`src/adc_ctl_cfg.svh`:
```
/*
 * Constants of the serial converter control block: frame lengths, address
 * field positions, reset levels of the pin synchronisers and power timing.
 * Assumes a 50 MHz system clock; times are given in ns and turned into cycles.
 */
`ifndef ADC_CTL_CFG_SVH
`define ADC_CTL_CFG_SVH

// ****************************************************************
// frame layout, counted in serial clock edges
// ****************************************************************
`define ADDR_CLKS       4'h5
`define ACQ_CLKS        4'h4
`define CONV_CLKS       4'hC
`define RES_BITS        4'hB
`define RES_MSB         10
`define SAR_FIRST_TRIAL 11'h400

// ****************************************************************
// address field positions inside the shifted five-bit address
// ****************************************************************
`define ADR_PU          4
`define ADR_SGL         3
`define ADR_ODD         2
`define ADR_SEL_HI      1
`define ADR_SEL_LO      0
`define ADR_RESET       5'h00

// ****************************************************************
// pin synchroniser reset levels: pd, serial_in, sclk, cs_n
// ****************************************************************
`define PIN_COUNT       4
`define PIN_INIT        4'h1

// ****************************************************************
// power timing
// ****************************************************************
`define CLK_PERIOD_NS   20
`define PD_TIME_NS      1000
`define PC_TIME_NS      10000
`define PD_CYC          (`PD_TIME_NS / `CLK_PERIOD_NS)
`define PC_CYC          ((`PC_TIME_NS + `CLK_PERIOD_NS - 1) / `CLK_PERIOD_NS)
`define PWR_CNT_MAX     10'h3FF

`endif

```
`src/adc_ctl_pkg.sv`:
```
/*
 * Types shared by the converter control block.
 * Assumes nothing beyond a SystemVerilog compiler.
 */
`default_nettype none

package adc_ctl_pkg;
    // gray codes along idle, address, acquire, convert, output, done
    typedef enum logic [2:0] {
        ST_IDLE = 3'h0,
        ST_ADDR = 3'h1,
        ST_ACQ  = 3'h3,
        ST_CONV = 3'h2,
        ST_OUT  = 3'h6,
        ST_DONE = 3'h7
    } state_e;
endpackage

`default_nettype wire

```
`src/pin_sync.sv`:
```
/*
 * Three-stage synchroniser for one asynchronous pin with agreement filter.
 * Assumes the pin is asynchronous to clk_sys; the output is a clean level.
 */
`default_nettype none

module pin_sync #(
    parameter bit INIT = 1'b0
) (
    // clock and reset
    input  wire logic clk_sys,
    input  wire logic rstn,
    // pin and filtered level
    input  wire logic pin,
    output var  logic level
);
    logic [2:0] ff_q;
    logic [2:0] ff_d;
    logic       level_q;
    logic       level_d;

    // ****************************************************************
    // shift chain; the first stage feeds only the second
    // ****************************************************************
    always_comb begin
        ff_d    = {ff_q[1:0], pin};
        level_d = level_q;
        if (ff_q[1] == ff_q[2]) begin
            level_d = ff_q[2];  // change taken once stages two and three agree
        end
    end

    always_ff @(posedge clk_sys or negedge rstn) begin
        if (!rstn) begin
            ff_q    <= {3{INIT}};
            level_q <= INIT;
        end else begin
            ff_q    <= ff_d;
            level_q <= level_d;
        end
    end

    assign level = level_q;
endmodule

`default_nettype wire

```
`src/adc_ctl.sv`:
```
/*
 * Digital control of a serial successive-approximation converter with input
 * multiplexer: frame sequencing, address capture, SAR stepping, result
 * shifting and power control. All pins arrive asynchronously and are
 * oversampled by clk_sys; the comparator input is synchronous to clk_sys.
 */
// What this block does
// - address fields: powerup, single-ended, odd/sign, pair select
// - power-down reaches low power within one microsecond
// - select high releases data and busy outputs
// - data output changes after falling serial clock, except each word's first bit
// - select high holds result until next select
// - select low mode shifts result right after conversion
// - serial input sampled on rising serial clock
// - powerdown pin forces power-down regardless of address
// - select low mode gives highest throughput
`default_nettype none
`include "adc_ctl_cfg.svh"

module adc_ctl (
    // clock and reset
    input  wire logic        clk_sys,
    input  wire logic        rstn,
    // host pins
    input  wire logic        cs_n,
    input  wire logic        sclk,
    input  wire logic        serial_in,
    input  wire logic        powerdown_pin,
    output logic             serial_out,
    output logic             serial_out_oe,
    output logic             conversion_busy_flag,
    output logic             conversion_busy_flag_oe,
    // analog core
    input  wire logic        comparator_high,
    output logic [10:0]      dac_trial,
    output logic             mux_connect,
    output logic             single_ended_select,
    output logic [2:0]       pos_channel,
    output logic [2:0]       neg_channel,
    output logic             bias_enable,
    output logic             converter_ready
);
    localparam int PD_BOUND = `PD_CYC + 1;
    // one reset level per pin, picked bit by bit so each synchroniser gets one bit
    localparam logic [`PIN_COUNT-1:0] PIN_INIT_V = `PIN_INIT;

    logic [`PIN_COUNT-1:0] pins;
    logic [`PIN_COUNT-1:0] pins_s;
    logic                  cs_hi, sclk_s, sin_s, pdp_s;
    logic                  sclk_prev_q, rise, fall;

    adc_ctl_pkg::state_e   state_q, state_d;
    logic [3:0]            cnt_q, cnt_d;
    logic [4:0]            addr_sh_q, addr_sh_d, addr_q, addr_d, new_addr;
    logic [10:0]           sar_q, sar_d, mask_q, mask_d, result_q, result_d;
    logic [10:0]           out_sh_q, out_sh_d;
    logic                  so_q, so_d, so_oe_q, so_oe_d, busy_q, busy_d, busy_oe_q, busy_oe_d;

    logic                  req, req_q, bias_q, bias_d, ready_q, ready_d;
    logic [9:0]            pwr_cnt_q, pwr_cnt_d;
    logic                  mux_q, mux_d, sgl_q, sgl_d;
    logic [2:0]            pos_q, pos_d, neg_q, neg_d;

    // ****************************************************************
    // pin synchronisers
    // ****************************************************************
    assign pins = {powerdown_pin, serial_in, sclk, cs_n};

    for (genvar i = 0; i < `PIN_COUNT; i++) begin : g_sync
        pin_sync #(
            .INIT (PIN_INIT_V[i])
        ) u_sync (
            .clk_sys (clk_sys),
            .rstn    (rstn),
            .pin     (pins[i]),
            .level   (pins_s[i])
        );
    end

    assign cs_hi  = pins_s[0];
    assign sclk_s = pins_s[1];
    assign sin_s  = pins_s[2];
    assign pdp_s  = pins_s[3];
    assign rise   = sclk_s & ~sclk_prev_q;
    assign fall   = ~sclk_s & sclk_prev_q;
    assign new_addr = {addr_sh_q[3:0], sin_s};

    // ****************************************************************
    // frame sequencer, next values
    // ****************************************************************
    always_comb begin
        state_d   = state_q;
        cnt_d     = cnt_q;
        addr_sh_d = addr_sh_q;
        addr_d    = addr_q;
        sar_d     = sar_q;
        mask_d    = mask_q;
        result_d  = result_q;
        out_sh_d  = out_sh_q;
        so_d      = so_q;
        so_oe_d   = so_oe_q;
        busy_d    = busy_q;
        busy_oe_d = busy_oe_q;
        if (cs_hi && state_q != adc_ctl_pkg::ST_CONV) begin
            // select high resets the frame; a finished result stays put
            state_d   = adc_ctl_pkg::ST_IDLE;
            so_oe_d   = 1'b0;
            busy_oe_d = 1'b0;
            busy_d    = 1'b0;
        end else begin
            unique case (state_q)
                adc_ctl_pkg::ST_IDLE: begin
                    // frame start: present the stored result first bit
                    state_d   = adc_ctl_pkg::ST_ADDR;
                    cnt_d     = 4'h0;
                    out_sh_d  = result_q;
                    so_d      = result_q[`RES_MSB];
                    so_oe_d   = 1'b1;
                    busy_oe_d = 1'b1;
                end
                adc_ctl_pkg::ST_ADDR: begin
                    if (rise) begin
                        addr_sh_d = new_addr;
                        cnt_d     = cnt_q + 4'h1;
                        if (cnt_q == `ADDR_CLKS - 4'h1) begin
                            addr_d  = new_addr;
                            cnt_d   = 4'h0;
                            state_d = new_addr[`ADR_PU] ? adc_ctl_pkg::ST_ACQ
                                                        : adc_ctl_pkg::ST_DONE;
                        end
                    end
                end
                adc_ctl_pkg::ST_ACQ: begin
                    if (rise) begin
                        cnt_d = cnt_q + 4'h1;
                        if (cnt_q == `ACQ_CLKS - 4'h1) begin
                            state_d = adc_ctl_pkg::ST_CONV;
                            cnt_d   = 4'h0;
                            sar_d   = `SAR_FIRST_TRIAL;
                            mask_d  = `SAR_FIRST_TRIAL;
                            busy_d  = 1'b1;
                        end
                    end
                end
                adc_ctl_pkg::ST_CONV: begin
                    // conversion runs on even with select high
                    so_oe_d   = ~cs_hi;
                    busy_oe_d = ~cs_hi;
                    if (rise) begin
                        cnt_d  = cnt_q + 4'h1;
                        sar_d  = (comparator_high ? sar_q : (sar_q & ~mask_q)) | (mask_q >> 1);
                        mask_d = mask_q >> 1;
                        if (cnt_q == `CONV_CLKS - 4'h1) begin
                            result_d = sar_q;
                            busy_d   = 1'b0;
                            cnt_d    = 4'h0;
                            if (cs_hi) begin
                                state_d = adc_ctl_pkg::ST_IDLE;
                            end else begin
                                state_d  = adc_ctl_pkg::ST_OUT;
                                out_sh_d = sar_q;
                                so_d     = sar_q[`RES_MSB];
                            end
                        end
                    end
                end
                adc_ctl_pkg::ST_OUT: begin
                    if (fall) begin
                        cnt_d = cnt_q + 4'h1;
                        if (cnt_q == `RES_BITS - 4'h2) begin
                            state_d = adc_ctl_pkg::ST_DONE;
                        end
                    end
                end
                adc_ctl_pkg::ST_DONE: begin
                    state_d = adc_ctl_pkg::ST_DONE;   // waits for select high
                end
                default: begin
                    state_d = adc_ctl_pkg::ST_IDLE;
                end
            endcase
            // after a word's first bit, data moves only after a falling serial clock edge; shifting on through
            // conversion lets all eleven bits of the held word leave before the new one
            if (fall && state_q inside {adc_ctl_pkg::ST_ADDR, adc_ctl_pkg::ST_ACQ,
                                        adc_ctl_pkg::ST_CONV, adc_ctl_pkg::ST_OUT}) begin
                out_sh_d = {out_sh_q[9:0], 1'b0};
                so_d     = out_sh_q[`RES_MSB-1];
            end
        end
    end

    always_ff @(posedge clk_sys or negedge rstn) begin
        if (!rstn) begin
            state_q     <= adc_ctl_pkg::ST_IDLE;
            cnt_q       <= 4'h0;
            addr_sh_q   <= `ADR_RESET;
            addr_q      <= `ADR_RESET;
            sar_q       <= 11'h000;
            mask_q      <= 11'h000;
            result_q    <= 11'h000;
            out_sh_q    <= 11'h000;
            so_q        <= 1'b0;
            so_oe_q     <= 1'b0;
            busy_q      <= 1'b0;
            busy_oe_q   <= 1'b0;
            sclk_prev_q <= 1'b0;
        end else begin
            state_q     <= state_d;
            cnt_q       <= cnt_d;
            addr_sh_q   <= addr_sh_d;
            addr_q      <= addr_d;
            sar_q       <= sar_d;
            mask_q      <= mask_d;
            result_q    <= result_d;
            out_sh_q    <= out_sh_d;
            so_q        <= so_d;
            so_oe_q     <= so_oe_d;
            busy_q      <= busy_d;
            busy_oe_q   <= busy_oe_d;
            sclk_prev_q <= sclk_s;
        end
    end

    // ****************************************************************
    // power control and multiplexer decode, next values
    // ****************************************************************
    // the pin wins over the address so a board can force sleep
    assign req = addr_q[`ADR_PU] & ~pdp_s;

    always_comb begin
        pwr_cnt_d = (req != req_q) ? 10'h000
                  : (pwr_cnt_q == `PWR_CNT_MAX) ? pwr_cnt_q : pwr_cnt_q + 10'h001;
        bias_d    = bias_q;
        ready_d   = 1'b0;
        if (req) begin
            bias_d  = 1'b1;
            ready_d = (req == req_q) && (pwr_cnt_q >= 10'(`PC_CYC - 1));
        end else if (req == req_q && pwr_cnt_q >= 10'(`PD_CYC - 1)) begin
            bias_d  = 1'b0;
        end
        // inputs disconnect at once; only the bias ramps down
        mux_d = req;
        sgl_d = addr_q[`ADR_SGL];
        pos_d = {addr_q[`ADR_SEL_HI], addr_q[`ADR_SEL_LO], addr_q[`ADR_ODD]};
        neg_d = {addr_q[`ADR_SEL_HI], addr_q[`ADR_SEL_LO], ~addr_q[`ADR_ODD]};
    end

    always_ff @(posedge clk_sys or negedge rstn) begin
        if (!rstn) begin
            req_q     <= 1'b0;
            pwr_cnt_q <= 10'h000;
            bias_q    <= 1'b0;
            ready_q   <= 1'b0;
            mux_q     <= 1'b0;
            sgl_q     <= 1'b0;
            pos_q     <= 3'h0;
            neg_q     <= 3'h0;
        end else begin
            req_q     <= req;
            pwr_cnt_q <= pwr_cnt_d;
            bias_q    <= bias_d;
            ready_q   <= ready_d;
            mux_q     <= mux_d;
            sgl_q     <= sgl_d;
            pos_q     <= pos_d;
            neg_q     <= neg_d;
        end
    end

    // outputs straight from flip-flops
    assign serial_out              = so_q;
    assign serial_out_oe           = so_oe_q;
    assign conversion_busy_flag    = busy_q;
    assign conversion_busy_flag_oe = busy_oe_q;
    assign dac_trial               = sar_q;
    assign mux_connect             = mux_q;
    assign single_ended_select     = sgl_q;
    assign pos_channel             = pos_q;
    assign neg_channel             = neg_q;
    assign bias_enable             = bias_q;
    assign converter_ready         = ready_q;
endmodule

`default_nettype wire

```
`config.mk`:
```
export PLATFORM = sky130hd
export DESIGN_NAME = adc_ctl
export DESIGN_NICKNAME = d
export VERILOG_FILES = /design/src/adc_ctl_pkg.sv /design/src/pin_sync.sv /design/src/adc_ctl.sv
export VERILOG_INCLUDE_DIRS = /design/src
export SDC_FILE = /design/constraint.sdc
export NUM_CORES = 1
export LEC_CHECK = 0
export CAP_MARGIN = 20
export CORE_UTILIZATION = 24
export DETAILED_ROUTE_END_ITERATION = 8
export DONT_BUFFER_PORTS = 1
export PLACE_DENSITY = 0.46
export SLEW_MARGIN = 5
export SYNTH_ARGS = -nofsm -noshare
export SYNTH_HDL_FRONTEND = slang
export SYNTH_SLANG_ARGS = --single-unit
```
`constraint.sdc`:
```
create_clock -name clk_sys -period 1.95 [get_ports clk_sys]
set_input_delay 0.39 -clock clk_sys [delete_from_list [all_inputs] [get_ports clk_sys]]
set_output_delay 0.39 -clock clk_sys [all_outputs]
set_load 0.05 [all_outputs]
```
==> results of run 1 <==
-- layout make-up --
cell class,count,area [µm²],share of cell area (%)
Timing Repair Buffer,27,215,4.32
Clock inverter,6,55.1,1.11
Inverter,9,33.8,0.679
Sequential cell,97,2430,48.9
Multi-Input combinational cell,257,1720,34.5
Tap cell,225,282,5.65
Clock buffer,10,239,4.80
-- cell usage after synthesis (3+ instances only) --
| cell | count |
|---|---|
| sky130_fd_sc_hd__mux2_2 | 27 |
| sky130_fd_sc_hd__and3_1 | 4 |
| sky130_fd_sc_hd__nand3b_1 | 3 |
| sky130_fd_sc_hd__nand3_1 | 6 |
| sky130_fd_sc_hd__ha_1 | 6 |
| sky130_fd_sc_hd__buf_4 | 4 |
| sky130_fd_sc_hd__maj3_1 | 4 |
| sky130_fd_sc_hd__mux2i_1 | 12 |
| sky130_fd_sc_hd__dfstp_2 | 4 |
| sky130_fd_sc_hd__buf_2 | 6 |
| sky130_fd_sc_hd__mux2_4 | 5 |
| sky130_fd_sc_hd__nand4_1 | 3 |
| sky130_fd_sc_hd__nor3_1 | 9 |
| sky130_fd_sc_hd__nor2_1 | 20 |
| sky130_fd_sc_hd__nand2b_1 | 3 |
| sky130_fd_sc_hd__nand2_1 | 61 |
| sky130_fd_sc_hd__inv_1 | 9 |
| sky130_fd_sc_hd__xor2_1 | 4 |
| sky130_fd_sc_hd__nor2b_1 | 4 |
| sky130_fd_sc_hd__clkbuf_1 | 9 |
| sky130_fd_sc_hd__a21oi_1 | 21 |
| sky130_fd_sc_hd__o21bai_1 | 4 |
| sky130_fd_sc_hd__o21ai_0 | 27 |
| sky130_fd_sc_hd__dfrtp_1 | 93 |
-- state kept, by name, indices dropped and copies added, names as in the netlist, 4 cells and up --
| signal | count |
|---|---|
| addr_q | 5 |
| addr_sh_q | 4 |
| cnt_q | 4 |
| dac_trial | 11 |
| g_sync.u_sync.ff_q | 12 |
| g_sync.u_sync.level | 4 |
| mask_q | 11 |
| out_sh_q | 10 |
| pwr_cnt_q | 10 |
| result_q | 11 |
-- worst max-delay path by stage --
stage,cells past startpoint,startpoint,slack [ns],end
2_1_floorplan,6,state_q[1]$_DFFE_PN0P_,0.06,addr_q[0]$_DFFE_PN0P_
4_1_cts,6,cnt_q[0]$_DFFE_PN0P_,0.007,cnt_q[2]$_DFFE_PN0P_
5_1_grt,4,g_sync[1].u_sync.level$_DFFE_PN0N_,-0.02,cnt_q[2]$_DFFE_PN0P_
3_3_place_gp,6,cnt_q[0]$_DFFE_PN0P_,0.06,cnt_q[2]$_DFFE_PN0P_
6_report,4,g_sync[1].u_sync.level$_DFFE_PN0N_,0.04,cnt_q[2]$_DFFE_PN0P_
3_5_place_dp,6,cnt_q[0]$_DFFE_PN0P_,0.003,cnt_q[2]$_DFFE_PN0P_
-- routing by layer --
layer	wire (µm)	GRT usage [%]
met1	3820	11.9
met2	3690	14.6
met5	0	0
met3	530	4.15
met4	179	5.12
-- through the flow --
step | setup TNS (ns) | util (%) | std cells
after floorplan | 0 | - | 383
after detailed placement | 0 | 26.8 | 613
final | 0 | 28.8 | 631
after CTS | 0 | 28.6 | 629
after global placement | 0 | 26.8 | 613
after global routing | -0.0172 | 28.8 | 631
-- logic make-up (layout without fill, tap and decap cells) --
kind of cell	Yosys count	count (layout)	synth area share, %
compound gates	67	67	9.30
xor+xnor	6	6	1.23
fa+ha+maj	10	10	2.70
buf+inv	29	52	3.26
flops	97	97	57.0
mux	44	44	11.7
simple gates	130	130	14.8
-- critical path: cells and delay by family, from the launching register on --
kind	cells	cell delay [ns]
flip-flops	1	0.45
AND/OR/NAND/NOR	3	1.00
AO/OA/AOI/OAI	1	0.35
-- power by group through the flow --
stage | combinational (mW) | sequential (mW) | clock, mW
3_3_place_gp | 1.49 | 3.13 | 0
6_report | 1.53 | 3.10 | 1.75
4_1_cts | 1.51 | 3.10 | 1.84
2_1_floorplan | 1.14 | 3.03 | 0
3_5_place_dp | 1.51 | 3.14 | 0
5_1_grt | 1.70 | 3.18 | 1.90
-- what timing repair did --
action / CTS / global route
buffers inserted: 0 / 2
hold endpoints to repair: 97 / 97
gates cloned: 0 / 0
setup endpoints to repair: 1 / 16
pin swaps: 0 / 2
resized for setup: 1 / 6
==> qor.log, run 1 <==
qor: pwr.power.clock.fraction 27.5%
qor: setup_path.reg2regPathDepth 4
qor: setup_path.cpPeakStageDelay 0.58 ns
qor: worst_hold_path.worst_hold_path_type in2async
qor: finish.layout_common_cells 91 x sky130_fd_sc_hd__dfrtp_1, 61 x sky130_fd_sc_hd__nand2_1, 27 x sky130_fd_sc_hd__mux2_2
qor: timing.final_min_period_over_clock_period 98.2%
qor: finish.fin_area 0.00498 mm²
qor: timing.worst_slew_pin_slew 0.598 ns
qor: global_route.first_global_vias 2764
qor: setup_path.cp-end-kind register
qor: floorplanning.fp.dieW 135 µm
qor: floorplanning.chipHeight 135 µm
qor: clock_tree.clkTransAtPathRegs 0.07 ns
qor: setup_path.startpoint_type register
qor: timing.number_of_hold_violations_in_the_final_report 97
qor: finish.area_growth_synth_to_finish 16.7%
qor: clock_tree.tritoncts done
qor: timing.maxSlewHeadroom 60.1%
qor: floorplanning.start_util 24.7%
qor: setup_path.required 2.19 ns
qor: setup_path.criticalPathCategory reg2reg
qor: clock_tree.root_buffer sky130_fd_sc_hd__clkbuf_16
qor: pwr.design_power_total 6.38 mW
qor: synthesis.synth_top_area_share 54.6%
qor: timing.hold_slack -0.270 ns
qor: setup_path.critical_path_arrival 2.15 ns
qor: global_route.grt_start_max_net_pins 98
qor: floorplanning.rows 48
qor: pwr.seq_power_share 48.5%
qor: clock_tree.cts.sink_count 97
qor: placed_design.place_congestion 0.805
qor: clock_tree.cts_buffers 9
qor: setup_path.worstReg2RegStart g_sync[1].u_sync.level$_DFFE_PN0N_
qor: synthesis.synth_nets 396
qor: setup_path.timing.critical_path.fanout_max 5
qor: timing.setup_violations 0
qor: global_route.grt_use_total 9.79%
qor: setup_path.crit-reg2reg-capture cnt_q[2]$_DFFE_PN0P_
qor: pwr.irDropWorstVdd 571 µV
qor: routing.post-route-drc-count 0
qor: placed_design.dp_hpwl 5480 µm
qor: pwr.switching_power 2.36 mW
qor: timing.layout_min_cycle_time 1.91 ns
qor: placed_design.buffer_ports.inserted 0
qor: routing.post_drt_via_cell_ratio 4.38
qor: finish.layout.cells.most_common sky130_fd_sc_hd__dfrtp_1
qor: timing.grt_setup_unrepaired true
qor: floorplanning.core_ar 0.0173 mm²
qor: pwr.cell_internal_pwr 4.02 mW
qor: placed_design.dpl_worst_slack 0.00341 ns
qor: outcome.run_status complete, but fails checks
qor: synthesis.synth-edff-count 0
qor: floorplanning.boundaryPins 32
qor: synthesis.synth_largest_area_cell sky130_fd_sc_hd__dfrtp_1
qor: routing.post_drt_wl_per_cell 13.0 µm
qor: pwr.swShare 37.0%
qor: synthesis.netlist_top_cells_area sky130_fd_sc_hd__dfrtp_1 55%, sky130_fd_sc_hd__mux2_2 7.1%, sky130_fd_sc_hd__nand2_1 5.4%
qor: synthesis.ys_seq_area_share 57.0%
qor: global_route.global_route_wire_length_before_repair 13700 µm
qor: routing.antenna_left 0
qor: timing.timing.clock.skew 0.0103 ns
qor: routing.dr.pass1.iters 4
qor: synthesis.synth-async-reset-ratio 100%
qor: synthesis.synth_warnings 0
qor: floorplanning.fp.dieArea 0.0183 mm²
qor: synthesis.synth_flop_cell sky130_fd_sc_hd__dfrtp_1
qor: clock_tree.clkLatencyLatePin 0.35 ns
qor: finish.final_nets 414
qor: synthesis.synthCells 383
qor: timing.drv_slew 0
qor: finish.n_antenna_cell 0
qor: routing.wirelength 8220 µm
qor: global_route.global_route.overflow_total 0
qor: setup_path.critPathSlowestCell sky130_fd_sc_hd__or4b_1
qor: synthesis.synth_area_per_cell 11.1 µm²
qor: timing.timing.fmax 522 MHz
qor: synthesis.post_synth_instance_area 0.00427 mm²
qor: synthesis.ys_seq_elements 97
qor: global_route.grt_antenna_before_repair 0
qor: clock_tree.cts.htree.levels 3
qor: flow_run.max_capacitance_violation_count 0
qor: synthesis.yosysUniqueCellTypes 52
qor: timing.timing.final.ws_setup 0.0352 ns
qor: pwr.leakage 2.37 nW
qor: setup_path.worstPathCellList nand2b_1 -> or4b_1 -> and2_1 -> a221o_1
qor: placed_design.placedInstanceArea 0.00464 mm²
qor: finish.drive_above_1_share 21.7%
qor: routing.initialDrtViolationCount 108
qor: pwr.combPwrFrac 24.0%
qor: routing.detailroute.via_count 2763
qor: clock_tree.ctsLongestPathBuffers 2
qor: finish.fillerInstances 1792
qor: setup_path.r2r_slack 0.04 ns
qor: outcome.failed_checks negative hold slack
qor: pwr.pwr_density_cell 1280 mW/mm²
(Power assumes the default switching activity.)
==> run 2, diff against run 1 <==
SETUP_SLACK_MARGIN = 0.05   (was default)
==> qor.log, run 2 (synthesis gave the netlist of run 1 again) <==
qor: outcome.run_status complete, but fails checks
qor: outcome.failed_checks negative hold slack
qor: finish.registers.top_by_ff_count g_sync.u_sync.ff_q
qor: global_route.global_route.overflow_total 0
qor: placed_design.dpl_worst_slack 0.00341 ns
qor: timing.totalNegativeSetupSlack 0 ns
qor: floorplanning.boundaryPins 32
qor: placed_design.buffer_ports.inserted 0
qor: clock_tree.root_buffer sky130_fd_sc_hd__clkbuf_16
qor: timing.timing.final.ws_setup 0.0873 ns
qor: setup_path.timing.critical_path.max_delay_family simple AND/OR/NAND/NOR gates
qor: setup_path.timing.critical_path.fanout_max 5
qor: timing.grt_setup_unrepaired true
qor: clock_tree.tritoncts done
qor: global_route.grt_start_max_net_pins 98
qor: routing.dr.pass1.iters 4
qor: placed_design.dp_hpwl 5480 µm
qor: timing.timing.clock.skew 0.0110 ns
qor: timing.worst_slew_pin_slew 0.599 ns
qor: timing.drv_slew 0
qor: setup_path.critPathBufInv 0
qor: pwr.design_power_total 6.39 mW
qor: floorplanning.fp.dieW 135 µm
qor: setup_path.crit-reg2reg-capture cnt_q[2]$_DFFE_PN0P_
qor: floorplanning.rows 48
qor: setup_path.worstReg2RegStart g_sync[1].u_sync.level$_DFFE_PN0N_
qor: worst_hold_path.worst_hold_path_type in2async
qor: routing.initialDrtViolationCount 129
qor: setup_path.cpPeakStageDelay 0.55 ns
qor: routing.detailroute.via_count 2772
qor: timing.layout_min_cycle_time 1.86 ns
qor: global_route.grt_use_total 9.81%
qor: setup_path.r2r_slack 0.09 ns
qor: finish.layout.area.seq 0.00243 mm²
qor: finish.area_growth_synth_to_finish 16.9%
qor: pwr.irDropWorstVdd 571 µV
qor: pwr.pwr_density_cell 1280 mW/mm²
qor: timing.setup_violations 0
qor: finish.n_antenna_cell 0
qor: timing.number_of_hold_violations_in_the_final_report 97
qor: floorplanning.chipHeight 135 µm
qor: clock_tree.cts.sink_count 97
qor: setup_path.cp-end-kind register
qor: pwr.leakage 2.37 nW
qor: setup_path.reg2regPathDepth 4
qor: timing.timing.fmax 537 MHz
qor: routing.antenna_left 0
qor: timing.final_min_period_over_clock_period 95.5%
qor: floorplanning.fp.dieArea 0.0183 mm²
qor: finish.largest_register_ffs 12
qor: setup_path.required 2.19 ns
qor: clock_tree.clkTransAtPathRegs 0.07 ns
qor: flow_run.max_capacitance_violation_count 0
qor: setup_path.startpoint_type register
qor: global_route.first_global_vias 2776
qor: routing.post_drt_via_cell_ratio 4.39
qor: placed_design.placedInstanceArea 0.00464 mm²
qor: placed_design.numPlacedInstances 613
qor: finish.fin_area 0.00499 mm²
qor: clock_tree.clkLatencyLatePin 0.35 ns
qor: routing.post_drt_wl_per_cell 13.0 µm
qor: finish.fillerInstances 1795
qor: finish.final_nets 414
qor: timing.maxSlewHeadroom 60.1%
qor: finish.multi_input_area 0.00173 mm²
qor: setup_path.critical_path_arrival 2.10 ns
qor: clock_tree.ctsLongestPathBuffers 2
qor: finish.drive_above_1_share 22.4%
qor: finish.layout_common_cells 91 x sky130_fd_sc_hd__dfrtp_1, 61 x sky130_fd_sc_hd__nand2_1, 27 x sky130_fd_sc_hd__mux2_2
qor: finish.finish.utilization 28.8%
qor: setup_path.criticalPathCategory reg2reg
qor: global_route.grt_antenna_before_repair 0
qor: global_route.global_route_wire_length_before_repair 13800 µm
qor: setup_path.worstPathCellList nand2b_1 -> or4b_4 -> and2_1 -> a221o_1
qor: clock_tree.cts.htree.levels 3
qor: routing.post-route-drc-count 0
qor: finish.layout.cells.most_common sky130_fd_sc_hd__dfrtp_1
qor: clock_tree.cts_buffers 9
qor: floorplanning.start_util 24.7%
qor: placed_design.place_congestion 0.805
qor: floorplanning.core_ar 0.0173 mm²
qor: setup_path.critPathSlowestCell sky130_fd_sc_hd__or4b_4
qor: timing.hold_slack -0.269 ns
qor: routing.wirelength 8190 µm
qor: finish.finalNonFillerCells 631
==> run 2: cell counts in the layout (fill, tap and decap cells not counted) <==
Identical to the previous run, type by type.
==> run 2: worst max-delay path by stage <==
| stage | from | endpoint | slack, ns | depth (start not counted) |
|---|---|---|---|---|
| after CTS | g_sync[1].u_sync.level$_DFFE_PN0N_ | cnt_q[2]$_DFFE_PN0P_ | 0.06 | 4 |
| after floorplan | state_q[1]$_DFFE_PN0P_ | addr_q[0]$_DFFE_PN0P_ | 0.06 | 6 |
| after global placement | cnt_q[0]$_DFFE_PN0P_ | cnt_q[2]$_DFFE_PN0P_ | 0.06 | 6 |
| final | g_sync[1].u_sync.level$_DFFE_PN0N_ | cnt_q[2]$_DFFE_PN0P_ | 0.09 | 4 |
| after detailed placement | cnt_q[0]$_DFFE_PN0P_ | cnt_q[2]$_DFFE_PN0P_ | 0.003 | 6 |
| after global routing | cnt_q[0]$_DFFE_PN0P_ | cnt_q[2]$_DFFE_PN0P_ | 0.008 | 8 |
==> run 2: area by class of cell <==
| class | instances | area share, % |
|---|---|---|
| well taps | 225 | 5.64 |
| clock inverters | 6 | 1.10 |
| clock buffers | 10 | 4.79 |
| inverters | 9 | 0.677 |
| flip-flops and latches | 97 | 48.8 |
| repair buffers | 27 | 4.32 |
| multi-input cells | 257 | 34.6 |
==> run 2: per-layer routing <==
metal | up-vias | track usage, % | share of wire [%]
met1 | 1353 | 11.9 | 46
met2 | 44 | 14.6 | 45
met4 | 0 | 5.31 | 2.4
met3 | 15 | 4.19 | 6.9
met5 | - | 0 | 0
li1 | 1360 | - | -
==> run 2: power by group <==
part / switching (mW) / leakage [nW] / internal, mW
sequential: 0.720 / 1.26 / 2.37
clock: 0.825 / 0.140 / 0.927
combinational: 0.816 / 0.969 / 0.727
==> run 2: what timing repair did <==
| action | in CTS | in global routing |
|---|---|---|
| setup endpoints to repair | 3 | 31 |
| setup buffers | 2 | 0 |
| pin swaps | 0 | 1 |
| endpoints found under the hold margin | 97 | 97 |
| gates resized for setup | 1 | 9 |
==> run 3, diff against run 2 <==
CORE_MARGIN = 8   (was default)
==> qor.log, run 3 (synthesis gave the netlist of run 1 again) <==
qor: setup_path.critical_path_arrival 2.14 ns
qor: setup_path.r2r_slack 0.05 ns
qor: routing.post-route-drc-count 0
qor: setup_path.critPathSlowestCell sky130_fd_sc_hd__or4b_1
qor: global_route.grt_start_max_net_pins 98
qor: pwr.pwr_density_cell 1270 mW/mm²
qor: timing.hold_slack -0.267 ns
qor: timing.maxSlewHeadroom 61.0%
qor: timing.setup_violations 0
qor: clock_tree.root_buffer sky130_fd_sc_hd__clkbuf_16
qor: routing.post_drt_via_cell_ratio 4.44
qor: floorplanning.chipHeight 149 µm
qor: finish.multi_input_area 0.00173 mm²
qor: routing.antenna_left 0
qor: clock_tree.clkTransAtPathRegs 0.07 ns
qor: pwr.irDropWorstVdd 430 µV
qor: timing.timing.final.ws_setup 0.0505 ns
qor: setup_path.timing.critical_path.max_delay_family simple AND/OR/NAND/NOR gates
qor: finish.layout.cells.most_common sky130_fd_sc_hd__dfrtp_1
qor: setup_path.startpoint_type register
qor: timing.number_of_hold_violations_in_the_final_report 97
qor: finish.layout.area.seq 0.00244 mm²
qor: timing.drv_slew 0
qor: clock_tree.tritoncts done
qor: routing.wirelength 8590 µm
qor: floorplanning.core_ar 0.0174 mm²
qor: setup_path.timing.critical_path.fanout_max 5
qor: floorplanning.start_util 24.6%
qor: finish.fin_area 0.00501 mm²
qor: global_route.global_route_wire_length_before_repair 14600 µm
qor: timing.final_min_period_over_clock_period 97.4%
qor: clock_tree.cts.sink_count 97
qor: timing.grt_setup_unrepaired true
qor: finish.registers.top_by_ff_count g_sync.u_sync.ff_q
qor: worst_hold_path.worst_hold_path_type in2async
qor: floorplanning.fp.dieArea 0.0223 mm²
qor: placed_design.placedInstanceArea 0.00465 mm²
qor: finish.layout_common_cells 90 x sky130_fd_sc_hd__dfrtp_1, 60 x sky130_fd_sc_hd__nand2_1, 27 x sky130_fd_sc_hd__mux2_2
qor: placed_design.numPlacedInstances 613
qor: placed_design.dpl_worst_slack -0.0113 ns
qor: clock_tree.cts_buffers 9
qor: setup_path.cpPeakStageDelay 0.59 ns
qor: placed_design.dp_hpwl 5710 µm
qor: setup_path.critPathBufInv 0
qor: global_route.grt_use_total 8.32%
qor: clock_tree.cts.htree.levels 3
qor: finish.area_growth_synth_to_finish 17.5%
qor: timing.layout_min_cycle_time 1.90 ns
qor: flow_run.max_capacitance_violation_count 0
qor: finish.finish.utilization 28.9%
qor: clock_tree.clkLatencyLatePin 0.35 ns
qor: finish.largest_register_ffs 12
qor: timing.timing.fmax 526 MHz
qor: global_route.grt_antenna_before_repair 0
qor: outcome.run_status complete, but fails checks
qor: finish.n_antenna_cell 0
qor: routing.initialDrtViolationCount 162
qor: setup_path.worstPathCellList nand2b_1 -> or4b_1 -> and2_1 -> a221o_1
qor: setup_path.cp-end-kind register
qor: floorplanning.fp.dieW 149 µm
qor: finish.fillerInstances 1791
qor: routing.dr.pass1.iters 4
qor: setup_path.required 2.19 ns
qor: global_route.first_global_vias 2864
qor: floorplanning.boundaryPins 32
qor: floorplanning.rows 48
qor: global_route.global_route.overflow_total 0
qor: finish.final_nets 415
qor: finish.finalNonFillerCells 632
qor: pwr.design_power_total 6.38 mW
qor: placed_design.buffer_ports.inserted 0
qor: pwr.leakage 2.40 nW
qor: timing.worst_slew_pin_slew 0.585 ns
qor: setup_path.criticalPathCategory reg2reg
qor: routing.detailroute.via_count 2808
qor: clock_tree.ctsLongestPathBuffers 2
qor: timing.timing.clock.skew 0.00984 ns
qor: placed_design.place_congestion 0.778
qor: finish.drive_above_1_share 22.6%
qor: outcome.failed_checks negative hold slack
qor: routing.post_drt_wl_per_cell 13.6 µm
## run 3: changes by cell type in the layout (fill, tap and decap cells not counted), moves of 2 or more
cell and change:
sky130_fd_sc_hd__clkinv_4 +2, sky130_fd_sc_hd__clkinv_2 +2, sky130_fd_sc_hd__inv_6 -2, sky130_fd_sc_hd__clkinvlp_4 -2
## run 3: worst paths after layout
check	cells past startpoint	to	from
max	4	cnt_q[2]$_DFFE_PN0P_	g_sync[1].u_sync.level$_DFFE_PN0N_
min	0	cnt_q[1]$_DFFE_PN0P_	rstn
max reg2reg	4	cnt_q[2]$_DFFE_PN0P_	g_sync[1].u_sync.level$_DFFE_PN0N_
min reg2reg	0	g_sync[1].u_sync.ff_q[1]$_DFF_PN0_	g_sync[1].u_sync.ff_q[0]$_DFF_PN0_
max in group asynchronous	0	g_sync[0].u_sync.level$_DFFE_PN1N_	rstn
min in group clk_sys	0	g_sync[0].u_sync.ff_q[0]$_DFF_PN1_	cs_n
## run 3: per-stage QoR
step / setup TNS, ns / hold WS (ns)
global route: 0 / -0.289
detailed placement: -0.0113 / 0.100
global placement: 0 / 0.0998
finish: 0 / -0.267
CTS: 0 / -0.285
floorplan: 0 / 0.0944
## run 3: cell type report
cell class / count / share of cell area [%]
Clock buffer: 11 / 5.04
Sequential cell: 97 / 48.6
Clock inverter: 5 / 0.774
Tap cell: 225 / 5.62
Inverter: 9 / 0.674
Timing Repair Buffer: 28 / 4.77
Multi-Input combinational cell: 257 / 34.5
## run 3: timing repair
item                                   4_1_cts  5_1_grt
pin swaps                                    0        2
gates cloned                                 0        1
gates resized for setup                      2       14
endpoints found under the hold margin       97       97
setup buffers                                2        0
setup endpoints to repair                    9       41
## run 3: power by group
part           switching, mW  total, mW  internal [mW]
Combinational          0.816       1.54          0.725
Clock                  0.777       1.72          0.944
Sequential             0.741       3.12           2.38
Total                   2.33       6.38           4.05
## run 3: per-layer routing
layer / GRT usage, % / share of wire (%) / vias to the layer above
li1: - / - / 1365
met4: 5.00 / 2.4 / 0
met2: 12.5 / 46 / 43
met3: 2.61 / 5.6 / 14
met1: 10.3 / 46 / 1386
met5: 0 / 0 / -
## run 3: worst register-to-register path, cell delays in order (launching register included)
cell                       delay (ns)
sky130_fd_sc_hd__dfrtp_2         0.44
sky130_fd_sc_hd__nand2b_1        0.18
sky130_fd_sc_hd__or4b_1          0.59
sky130_fd_sc_hd__and2_1          0.23
sky130_fd_sc_hd__a221o_1         0.35
